`src/seq_ctl_regs.svh`:
```
// Register offsets, field positions, masks, the last step index and reset values.
// Assumes byte addresses on a 32-bit Avalon-MM slave.
`ifndef SEQ_CTL_REGS_SVH
`define SEQ_CTL_REGS_SVH

// ****************************************************************
// Register offsets
// ****************************************************************
`define OFS_COMMAND        8'h00
`define OFS_STATUS         8'h04
`define OFS_IRQ_MASK       8'h08
`define OFS_IRQ_STATUS     8'h0c
`define OFS_SEQ0_INPUT_SEL 8'h40
`define OFS_SEQ0_STEP_CTL  8'h44
`define OFS_SEQ3_INPUT_SEL 8'ha0
`define OFS_SEQ3_STEP_CTL  8'ha4

// ****************************************************************
// Field positions and masks
// ****************************************************************
`define CMD_START_SEQ0     0
`define CMD_START_SEQ3     1
`define IRQ_SEQ0_BIT       0
`define IRQ_SEQ3_BIT       1
`define IRQ_WIDTH          2
`define INPUT_SEL_MASK     32'h33333333
`define SEQ3_CTL_MASK      32'h0000000f
`define SEQ3_SEL_MASK      32'h00000003
`define SEQ3_LAST_FORCE    32'h00000002
`define LAST_STEP_INDEX    3'h7

// ****************************************************************
// Reset values
// ****************************************************************
`define RST_STEP_CTL       32'h00000000
`define RST_INPUT_SEL      32'h00000000
`define RST_IRQ            2'h0

`endif

```
`src/seq_ctl_pkg.sv`:
```
// Types shared by the sequencer step control block.
// Assumes the offsets and fields of seq_ctl_regs.svh.
package seq_ctl_pkg;

    // ************************************************************
    // Step group, conversion request and sequence state
    // ************************************************************
    typedef struct packed {
        logic sensor;
        logic irq_en;
        logic last;
        logic diff;
    } step_group_type;

    typedef struct packed {
        logic       temp;
        logic       diff;
        logic [2:0] pos_input;
        logic [2:0] neg_input;
    } conv_sel_type;

    typedef enum logic [2:0] {
        ST_IDLE = 3'b001,
        ST_REQ  = 3'b010,
        ST_WAIT = 3'b100
    } seq_state_type;

endpackage : seq_ctl_pkg

```
`src/step_decode.sv`:
```
// Turns one step group and its input-select field into a conversion
// request. Purely combinational; the caller registers the result.
`timescale 1ns/100ps
module step_decode (
    input  wire seq_ctl_pkg::step_group_type group,
    input  wire logic [1:0]                  input_select,
    output seq_ctl_pkg::conv_sel_type        conv_sel
);

    always_comb begin
        conv_sel.temp      = group.sensor;
        conv_sel.diff      = group.diff & ~group.sensor;
        conv_sel.pos_input = {1'b0, input_select};
        conv_sel.neg_input = 3'h0;
        if (conv_sel.diff) begin
            conv_sel.pos_input = {input_select, 1'b0};
            conv_sel.neg_input = {input_select, 1'b1};
        end
    end

endmodule : step_decode

```
`src/irq_block.sv`:
```
// Sticky interrupt status with write-one-to-clear, mask and one
// level interrupt output. Assumes set pulses on the same clock.
`timescale 1ns/100ps
`include "seq_ctl_regs.svh"
module irq_block (
    input  wire logic                   sys_clk,
    input  wire logic                   srst,
    input  wire logic [`IRQ_WIDTH-1:0] set_pulse,
    input  wire logic                   clear_write,
    input  wire logic                   mask_write,
    input  wire logic [`IRQ_WIDTH-1:0] write_data,
    output logic      [`IRQ_WIDTH-1:0] status_reg,
    output logic      [`IRQ_WIDTH-1:0] mask_reg,
    output logic                        irq_reg
);

    // ************************************************************
    // Status, mask and output
    // ************************************************************
    always_ff @(posedge sys_clk) begin
        if (srst) begin
            status_reg <= `RST_IRQ;
        end else begin
            status_reg <= (status_reg & ~({`IRQ_WIDTH{clear_write}}
                          & write_data)) | set_pulse;
        end
    end

    always_ff @(posedge sys_clk) begin
        if (srst) begin
            mask_reg <= `RST_IRQ;
        end else if (mask_write) begin
            mask_reg <= write_data;
        end
    end

    always_ff @(posedge sys_clk) begin
        if (srst) begin
            irq_reg <= 1'b0;
        end else begin
            irq_reg <= |(status_reg & mask_reg);
        end
    end
endmodule : irq_block

```
`src/adc_seq0_step_control.sv`:
```
// Step control of sample sequencer 0 (and the one-step sequencer 3)
// with an Avalon-MM register slave and the conversion request port.
// Assumes the conversion core runs on sys_clk and pulses conv_done.
//
// The implementer's own choice: register access over Avalon-MM.
`timescale 1ns/100ps
`include "seq_ctl_regs.svh"
module adc_seq0_step_control (
    input  wire logic        sys_clk,
    input  wire logic        srst,
    input  wire logic [7:0]  avs_address,
    input  wire logic        avs_read,
    input  wire logic        avs_write,
    input  wire logic [31:0] avs_writedata,
    input  wire logic [3:0]  avs_byteenable,
    output logic      [31:0] avs_readdata,
    output logic             avs_waitrequest,
    input  wire logic        conv_done,
    output logic             conv_req,
    output seq_ctl_pkg::conv_sel_type conv_sel,
    output logic             irq
);

    // ************************************************************
    // Declarations
    // ************************************************************
    logic [31:0]                   seq0_step_control_reg;
    logic [31:0]                   seq0_input_sel_reg;
    logic [3:0]                    seq3_step_control_reg;
    logic [1:0]                    seq3_input_sel_reg;
    logic [31:0]                   write_value;
    logic [31:0]                   read_value;
    logic                          write_now;
    logic                          start_seq0;
    logic                          start_seq3;
    logic                          seq3_active_reg;
    logic [2:0]                    step_reg;
    seq_ctl_pkg::seq_state_type    state_reg;
    seq_ctl_pkg::step_group_type   cur_group;
    logic [1:0]                    cur_select;
    seq_ctl_pkg::conv_sel_type     sel_next;
    logic                          step_finish;
    logic                          seq_end;
    logic [`IRQ_WIDTH-1:0]         irq_set;
    logic [`IRQ_WIDTH-1:0]         irq_status;
    logic [`IRQ_WIDTH-1:0]         irq_mask;
    logic [31:0]                   seq3_ctl_view;

    // ************************************************************
    // Avalon-MM handshake
    // ************************************************************
    // Every access waits one cycle; the second edge completes it.
    always_ff @(posedge sys_clk) begin
        if (srst) begin
            avs_waitrequest <= 1'b1;
        end else if ((avs_read || avs_write) && avs_waitrequest) begin
            avs_waitrequest <= 1'b0;
        end else begin
            avs_waitrequest <= 1'b1;
        end
    end

    assign write_now = avs_write && !avs_waitrequest;

    // Byte lanes merge into the value being written.
    always_comb begin
        write_value = read_value;
        for (int b = 0; b < 4; b++) begin
            if (avs_byteenable[b]) begin
                write_value[b*8 +: 8] = avs_writedata[b*8 +: 8];
            end
        end
    end

    assign seq3_ctl_view = {28'h0000000, seq3_step_control_reg}
                         | `SEQ3_LAST_FORCE;

    always_comb begin
        read_value = 32'h00000000;
        unique case (avs_address)
            `OFS_COMMAND: begin
                read_value = 32'h00000000;
            end
            `OFS_STATUS: begin
                read_value = {27'h0000000, seq3_active_reg, step_reg,
                              state_reg != seq_ctl_pkg::ST_IDLE};
            end
            `OFS_IRQ_MASK: begin
                read_value = {30'h00000000, irq_mask};
            end
            `OFS_IRQ_STATUS: begin
                read_value = {30'h00000000, irq_status};
            end
            `OFS_SEQ0_INPUT_SEL: begin
                read_value = seq0_input_sel_reg;
            end
            `OFS_SEQ0_STEP_CTL: begin
                read_value = seq0_step_control_reg;
            end
            `OFS_SEQ3_INPUT_SEL: begin
                read_value = {30'h00000000, seq3_input_sel_reg};
            end
            `OFS_SEQ3_STEP_CTL: begin
                read_value = seq3_ctl_view;
            end
            default: begin
                read_value = 32'h00000000;
            end
        endcase
    end

    always_ff @(posedge sys_clk) begin
        if (srst) begin
            avs_readdata <= 32'h00000000;
        end else if (avs_read && avs_waitrequest) begin
            avs_readdata <= read_value;
        end
    end

    // ************************************************************
    // Configuration registers
    // ************************************************************
    always_ff @(posedge sys_clk) begin
        if (srst) begin
            seq0_step_control_reg <= `RST_STEP_CTL;
        end else if (write_now && avs_address == `OFS_SEQ0_STEP_CTL) begin
            seq0_step_control_reg <= write_value;
        end
    end

    always_ff @(posedge sys_clk) begin
        if (srst) begin
            seq0_input_sel_reg <= `RST_INPUT_SEL;
        end else if (write_now && avs_address == `OFS_SEQ0_INPUT_SEL) begin
            seq0_input_sel_reg <= write_value & `INPUT_SEL_MASK;
        end
    end

    always_ff @(posedge sys_clk) begin
        if (srst) begin
            seq3_step_control_reg <= 4'h0;
        end else if (write_now && avs_address == `OFS_SEQ3_STEP_CTL) begin
            seq3_step_control_reg <= write_value[3:0];
        end
    end

    always_ff @(posedge sys_clk) begin
        if (srst) begin
            seq3_input_sel_reg <= 2'h0;
        end else if (write_now && avs_address == `OFS_SEQ3_INPUT_SEL) begin
            seq3_input_sel_reg <= write_value[1:0];
        end
    end

    assign start_seq0 = write_now && avs_address == `OFS_COMMAND
                     && avs_writedata[`CMD_START_SEQ0];
    assign start_seq3 = write_now && avs_address == `OFS_COMMAND
                     && avs_writedata[`CMD_START_SEQ3];

    // ************************************************************
    // Current step group
    // ************************************************************
    always_comb begin
        if (seq3_active_reg) begin
            cur_group  = seq3_ctl_view[3:0];
            cur_select = seq3_input_sel_reg;
        end else begin
            cur_group  = seq0_step_control_reg[step_reg*4 +: 4];
            cur_select = seq0_input_sel_reg[step_reg*4 +: 2];
        end
    end

    step_decode u_step_decode (
        .group        (cur_group),
        .input_select (cur_select),
        .conv_sel     (sel_next)
    );

    assign step_finish = state_reg == seq_ctl_pkg::ST_WAIT && conv_done;
    assign seq_end     = cur_group.last || seq3_active_reg
                      || step_reg == `LAST_STEP_INDEX;

    // ************************************************************
    // Sequence state machine
    // ************************************************************
    always_ff @(posedge sys_clk) begin
        if (srst) begin
            state_reg <= seq_ctl_pkg::ST_IDLE;
        end else begin
            unique case (state_reg)
                seq_ctl_pkg::ST_IDLE: begin
                    if (start_seq0 || start_seq3) begin
                        state_reg <= seq_ctl_pkg::ST_REQ;
                    end
                end
                seq_ctl_pkg::ST_REQ: begin
                    state_reg <= seq_ctl_pkg::ST_WAIT;
                end
                seq_ctl_pkg::ST_WAIT: begin
                    if (conv_done && seq_end) begin
                        state_reg <= seq_ctl_pkg::ST_IDLE;
                    end else if (conv_done) begin
                        state_reg <= seq_ctl_pkg::ST_REQ;
                    end
                end
                default: begin
                    state_reg <= seq_ctl_pkg::ST_IDLE;
                end
            endcase
        end
    end

    always_ff @(posedge sys_clk) begin
        if (srst) begin
            step_reg <= 3'h0;
        end else if (state_reg == seq_ctl_pkg::ST_IDLE) begin
            step_reg <= 3'h0;
        end else if (step_finish && !seq_end) begin
            step_reg <= step_reg + 3'h1;
        end
    end

    always_ff @(posedge sys_clk) begin
        if (srst) begin
            seq3_active_reg <= 1'b0;
        end else if (state_reg == seq_ctl_pkg::ST_IDLE) begin
            seq3_active_reg <= start_seq3 && !start_seq0;
        end
    end

    // ************************************************************
    // Conversion request port
    // ************************************************************
    always_ff @(posedge sys_clk) begin
        if (srst) begin
            conv_req <= 1'b0;
        end else if (state_reg == seq_ctl_pkg::ST_REQ) begin
            conv_req <= 1'b1;
        end else if (conv_done) begin
            conv_req <= 1'b0;
        end
    end

    always_ff @(posedge sys_clk) begin
        if (srst) begin
            conv_sel <= '0;
        end else if (state_reg == seq_ctl_pkg::ST_REQ) begin
            conv_sel <= sel_next;
        end
    end

    // ************************************************************
    // Interrupts
    // ************************************************************
    assign irq_set[`IRQ_SEQ0_BIT] = step_finish && !seq3_active_reg
                                 && cur_group.irq_en;
    assign irq_set[`IRQ_SEQ3_BIT] = step_finish && seq3_active_reg
                                 && cur_group.irq_en;

    irq_block u_irq_block (
        .sys_clk     (sys_clk),
        .srst        (srst),
        .set_pulse   (irq_set),
        .clear_write (write_now && avs_address == `OFS_IRQ_STATUS
                      && avs_byteenable[0]),
        .mask_write  (write_now && avs_address == `OFS_IRQ_MASK),
        .write_data  (write_value[`IRQ_WIDTH-1:0]),
        .status_reg  (irq_status),
        .mask_reg    (irq_mask),
        .irq_reg     (irq)
    );
endmodule : adc_seq0_step_control

```
`config.mk`:
```
export PLATFORM = sky130hd
export DESIGN_NAME = adc_seq0_step_control
export DESIGN_NICKNAME = d
export VERILOG_FILES = /design/src/seq_ctl_pkg.sv /design/src/step_decode.sv /design/src/irq_block.sv /design/src/adc_seq0_step_control.sv
export VERILOG_INCLUDE_DIRS = /design/src /design/src/src
export SDC_FILE = /design/constraint.sdc
export NUM_CORES = 1
export LEC_CHECK = 0
export BUFFER_PORTS_ARGS = -buffer_cell sky130_fd_sc_hd__buf_2
export CAP_MARGIN = 40
export CORE_MARGIN = 5
export CORE_UTILIZATION = 43
export DETAILED_ROUTE_END_ITERATION = 10
export PLACE_DENSITY = 0.73
export SLEW_MARGIN = 15
export SYNTH_ARGS = -nofsm -noshare
export SYNTH_HDL_FRONTEND = slang
export SYNTH_SLANG_ARGS = --single-unit
export TNS_END_PERCENT = 50
```
`constraint.sdc`:
```
create_clock -name sys_clk -period 3.2 [get_ports sys_clk]
set_input_delay 0.16 -clock sys_clk [delete_from_list [all_inputs] [get_ports sys_clk]]
set_output_delay 0.16 -clock sys_clk [all_outputs]
set_load 0.05 [all_outputs]
```
==> flow_metrics.tcl <==
set metrics [dict create \
    endpoint_kind "flip-flop" \
    rows 38 \
    fp.dieW_um 116.1 \
    cts-root-buf "clkbuf_16" \
    die_h_um 116.1 \
    core_area_um2 10940 \
    cts_tree "built" \
    layout-drive-gt1-share_pct 23.01 \
    grt_setup_unrepaired "no" \
    antenna_found_initial 0 \
    cp-startpoint "step_reg[0]$_SDFFE_PP0P_" \
    synth_largest_area_cell "dfxtp_1" \
    grt_max_degree 52 \
    p_leak_uw 0.002103 \
    cp_num_buf_inv 0 \
    cts_hold_buf 0 \
    status "finished, final reports clean" \
    ys_seq_area_share_pct 43.41 \
    syn2layout_area_growth_pct 17.34 \
    synth_edf_count 0 \
    dp_hpwl_um 9725 \
    io_buffers 91 \
    fin_tns_setup_ns 0 \
    power_uw 2738 \
    synth_area_um2 4842 \
    hp-start "avs_write" \
    synth_top_area_share_pct 43.41 \
    ir_worst_vdd_v 0.0003316 \
    synth_seq_cells 105 \
    post-route-period-util_pct 76.46 \
    synth_most_common_cell "dfxtp_1" \
    worstSkewPairLatency_ns 0.35 \
    cts_buffer_depth 2 \
    wl_per_cell_um 17.75 \
    hold_ws_ns 0.03838 \
    worstPathCellList "mux4_2 > nor2b_4 > a2111oi_4 > nand2_1 > mux2i_1 > nor3_1" \
    fin_skew_ns 0.005895 \
    path_class "reg2reg" \
    synth_ff_type "dfxtp_1" \
    cellPowerDensity_nw_per_um2 481.9 \
    cts_max_level 3 \
    antennaDiodeCount 0 \
    fill_cells 1022 \
    initialDrtViolationCount 381 \
    finalHoldViolations 0 \
    cts_sinks 105 \
    maxSlewViolCount 0 \
    drt_first_pass_iters 5 \
    num-nets-final 664 \
    reg2reg_from "step_reg[0]$_SDFFE_PP0P_" \
    cts_setup_buffers 0 \
    syn_nets 600 \
    cpLargestDelayFamily "multiplexers" \
    grt_pass1_vias 4243 \
    grt-ovfl-total 0 \
    synthArstFlopShare_pct 0 \
    cp_slowest_stage_delay_ns 0.71 \
    initial_utilization_pct 44.28 \
    max-cap-violations 0 \
    yosys_warnings 0 \
    via_per_inst 5.830 \
    slew_headroom_pct 39.91 \
    cts_resized 0 \
    period_minus_slack_ns 2.447 \
    io_pins 92 \
    die-area_um2 13480 \
    netlist_instances 549 \
    start_kind "flip-flop" \
    hold_class "in2reg" \
    tightest_slew_ns 0.8994 \
    ant_nets 0 \
    finalSetupViolCount 0 \
    cp_data_required_time_ns 3.40 \
    synth_cell_type_count 49 \
    via_count 4413 \
    grtUsageTotal_pct 20.35 \
    netlist_top_cells_count "105 x dfxtp_1, 81 x nor2_1, 57 x a21oi_1" \
    gp_congestion 0.8950 \
    cts_buffers 9 \
    arrival_ns 2.64 \
    fmax_ghz 0.4087 \
    drc 0 \
    synth.avg_cell_area_um2 8.820 \
    fin_util_pct 51.96 \
    wirelength_um 13440 \
    grt_pass1_wl_um 21630 \
    path_max_fanout 11 \
    slowest_stage "dfxtp_1" \
    yosys-top-cells-area "dfxtp_1 43%, nor2_1 6.3%, a21oi_1 5.9%, mux2i_1 5.0%, a22oi_1 4.8%" \
    path_clk_slew_ns 0.07 \
]
## worst paths after layout
kind | cells after the start | slack, ns | end
setup reg to reg | 6 | 0.75 | step_reg[2]$_SDFFE_PP0P_
hold / removal | 2 | 0.04 | avs_waitrequest$_SDFF_PP1_
setup / recovery | 6 | 0.75 | step_reg[2]$_SDFFE_PP0P_
hold reg to reg | 2 | 0.47 | conv_req$_SDFFE_PP0P_
## logic make-up (layout without fill, tap and decap cells)
| group | after synthesis | after routing | synth area share (%) |
|---|---|---|---|
| AND/OR/NAND/NOR | 204 | 204 | 19.74 |
| AO/OA/AOI/OAI | 141 | 141 | 19.56 |
| flip-flops | 105 | 105 | 43.41 |
| buffers and inverters | 54 | 122 | 5.116 |
| multiplexers | 42 | 42 | 11.47 |
| adder cells (fa/ha/maj) | 2 | 2 | 0.5167 |
| XOR/XNOR | 1 | 1 | 0.1809 |
## stage by stage
| stage | cells | setup slack, ns | cell area, um^2 |
|---|---|---|---|
| 6_report | 757 | 0.7533 | 5682 |
| 4_1_cts | 757 | 0.7231 | 5682 |
| 3_3_place_gp | 742 | 0.8404 | 5339 |
| 3_5_place_dp | 742 | 0.7809 | 5339 |
| 5_1_grt | 757 | 0.5492 | 5682 |
| 2_1_floorplan | 549 | 1.204 | 4842 |
## area by class of cell
class                           instances  area, um^2  area share (%)
Clock buffer                           10       239.0           4.206
Clock inverter                          5       103.9           1.828
Inverter                                5       18.77          0.3303
Multi-Input combinational cell        390        2492           43.87
Sequential cell                       105        2102           37.00
Tap cell                              140       175.2           3.083
Timing Repair Buffer                  102       550.5           9.689
## worst register-to-register path, cell delays in order (launching register included)
cell       delay, ns
dfxtp_1         0.71
mux4_2          0.58
nor2b_4         0.14
a2111oi_4       0.38
nand2_1         0.20
mux2i_1         0.23
nor3_1          0.06
## power by group
| group | total, uW | internal (uW) | switching (uW) |
|---|---|---|---|
| sequential | 1320 | 1310 | 6.33 |
| combinational | 161 | 50.1 | 111 |
| clock | 1260 | 781 | 477 |
## layout by cell type, fill, tap and decap left out, types with 2 or more instances in the layout
cell type,synthesis,routed
dfxtp_1,105,105
buf_2,12,91
nor2_1,81,81
a21oi_1,57,57
nor3_1,39,39
nand2_1,33,33
a22oi_1,31,31
a211oi_1,28,28
mux2i_1,24,24
nand3_1,17,17
mux4_2,10,10
buf_4,4,10
clkbuf_16,0,9
mux2_2,8,8
nand2b_1,6,6
a22o_1,6,6
inv_1,5,5
nor2b_1,5,5
and3_1,4,4
o21ai_0,4,4
or3_1,3,3
nor3b_1,3,3
bufinv_16,0,3
nor4_1,2,2
and2_1,2,2
a32oi_1,2,2
o21a_1,2,2
o31ai_1,2,2
ha_1,2,2
## per-layer routing
| metal | track usage [%] | share of wire [%] | wire [um] |
|---|---|---|---|
| met1 | 26.77 | 44 | 5894 |
| met2 | 33.49 | 48 | 6385 |
| met3 | 5.544 | 7.3 | 980 |
| met4 | 4.872 | 1.3 | 177 |
| met5 | 0 | 0 | 0 |
Note: power is estimated with default switching activity, not from simulation.
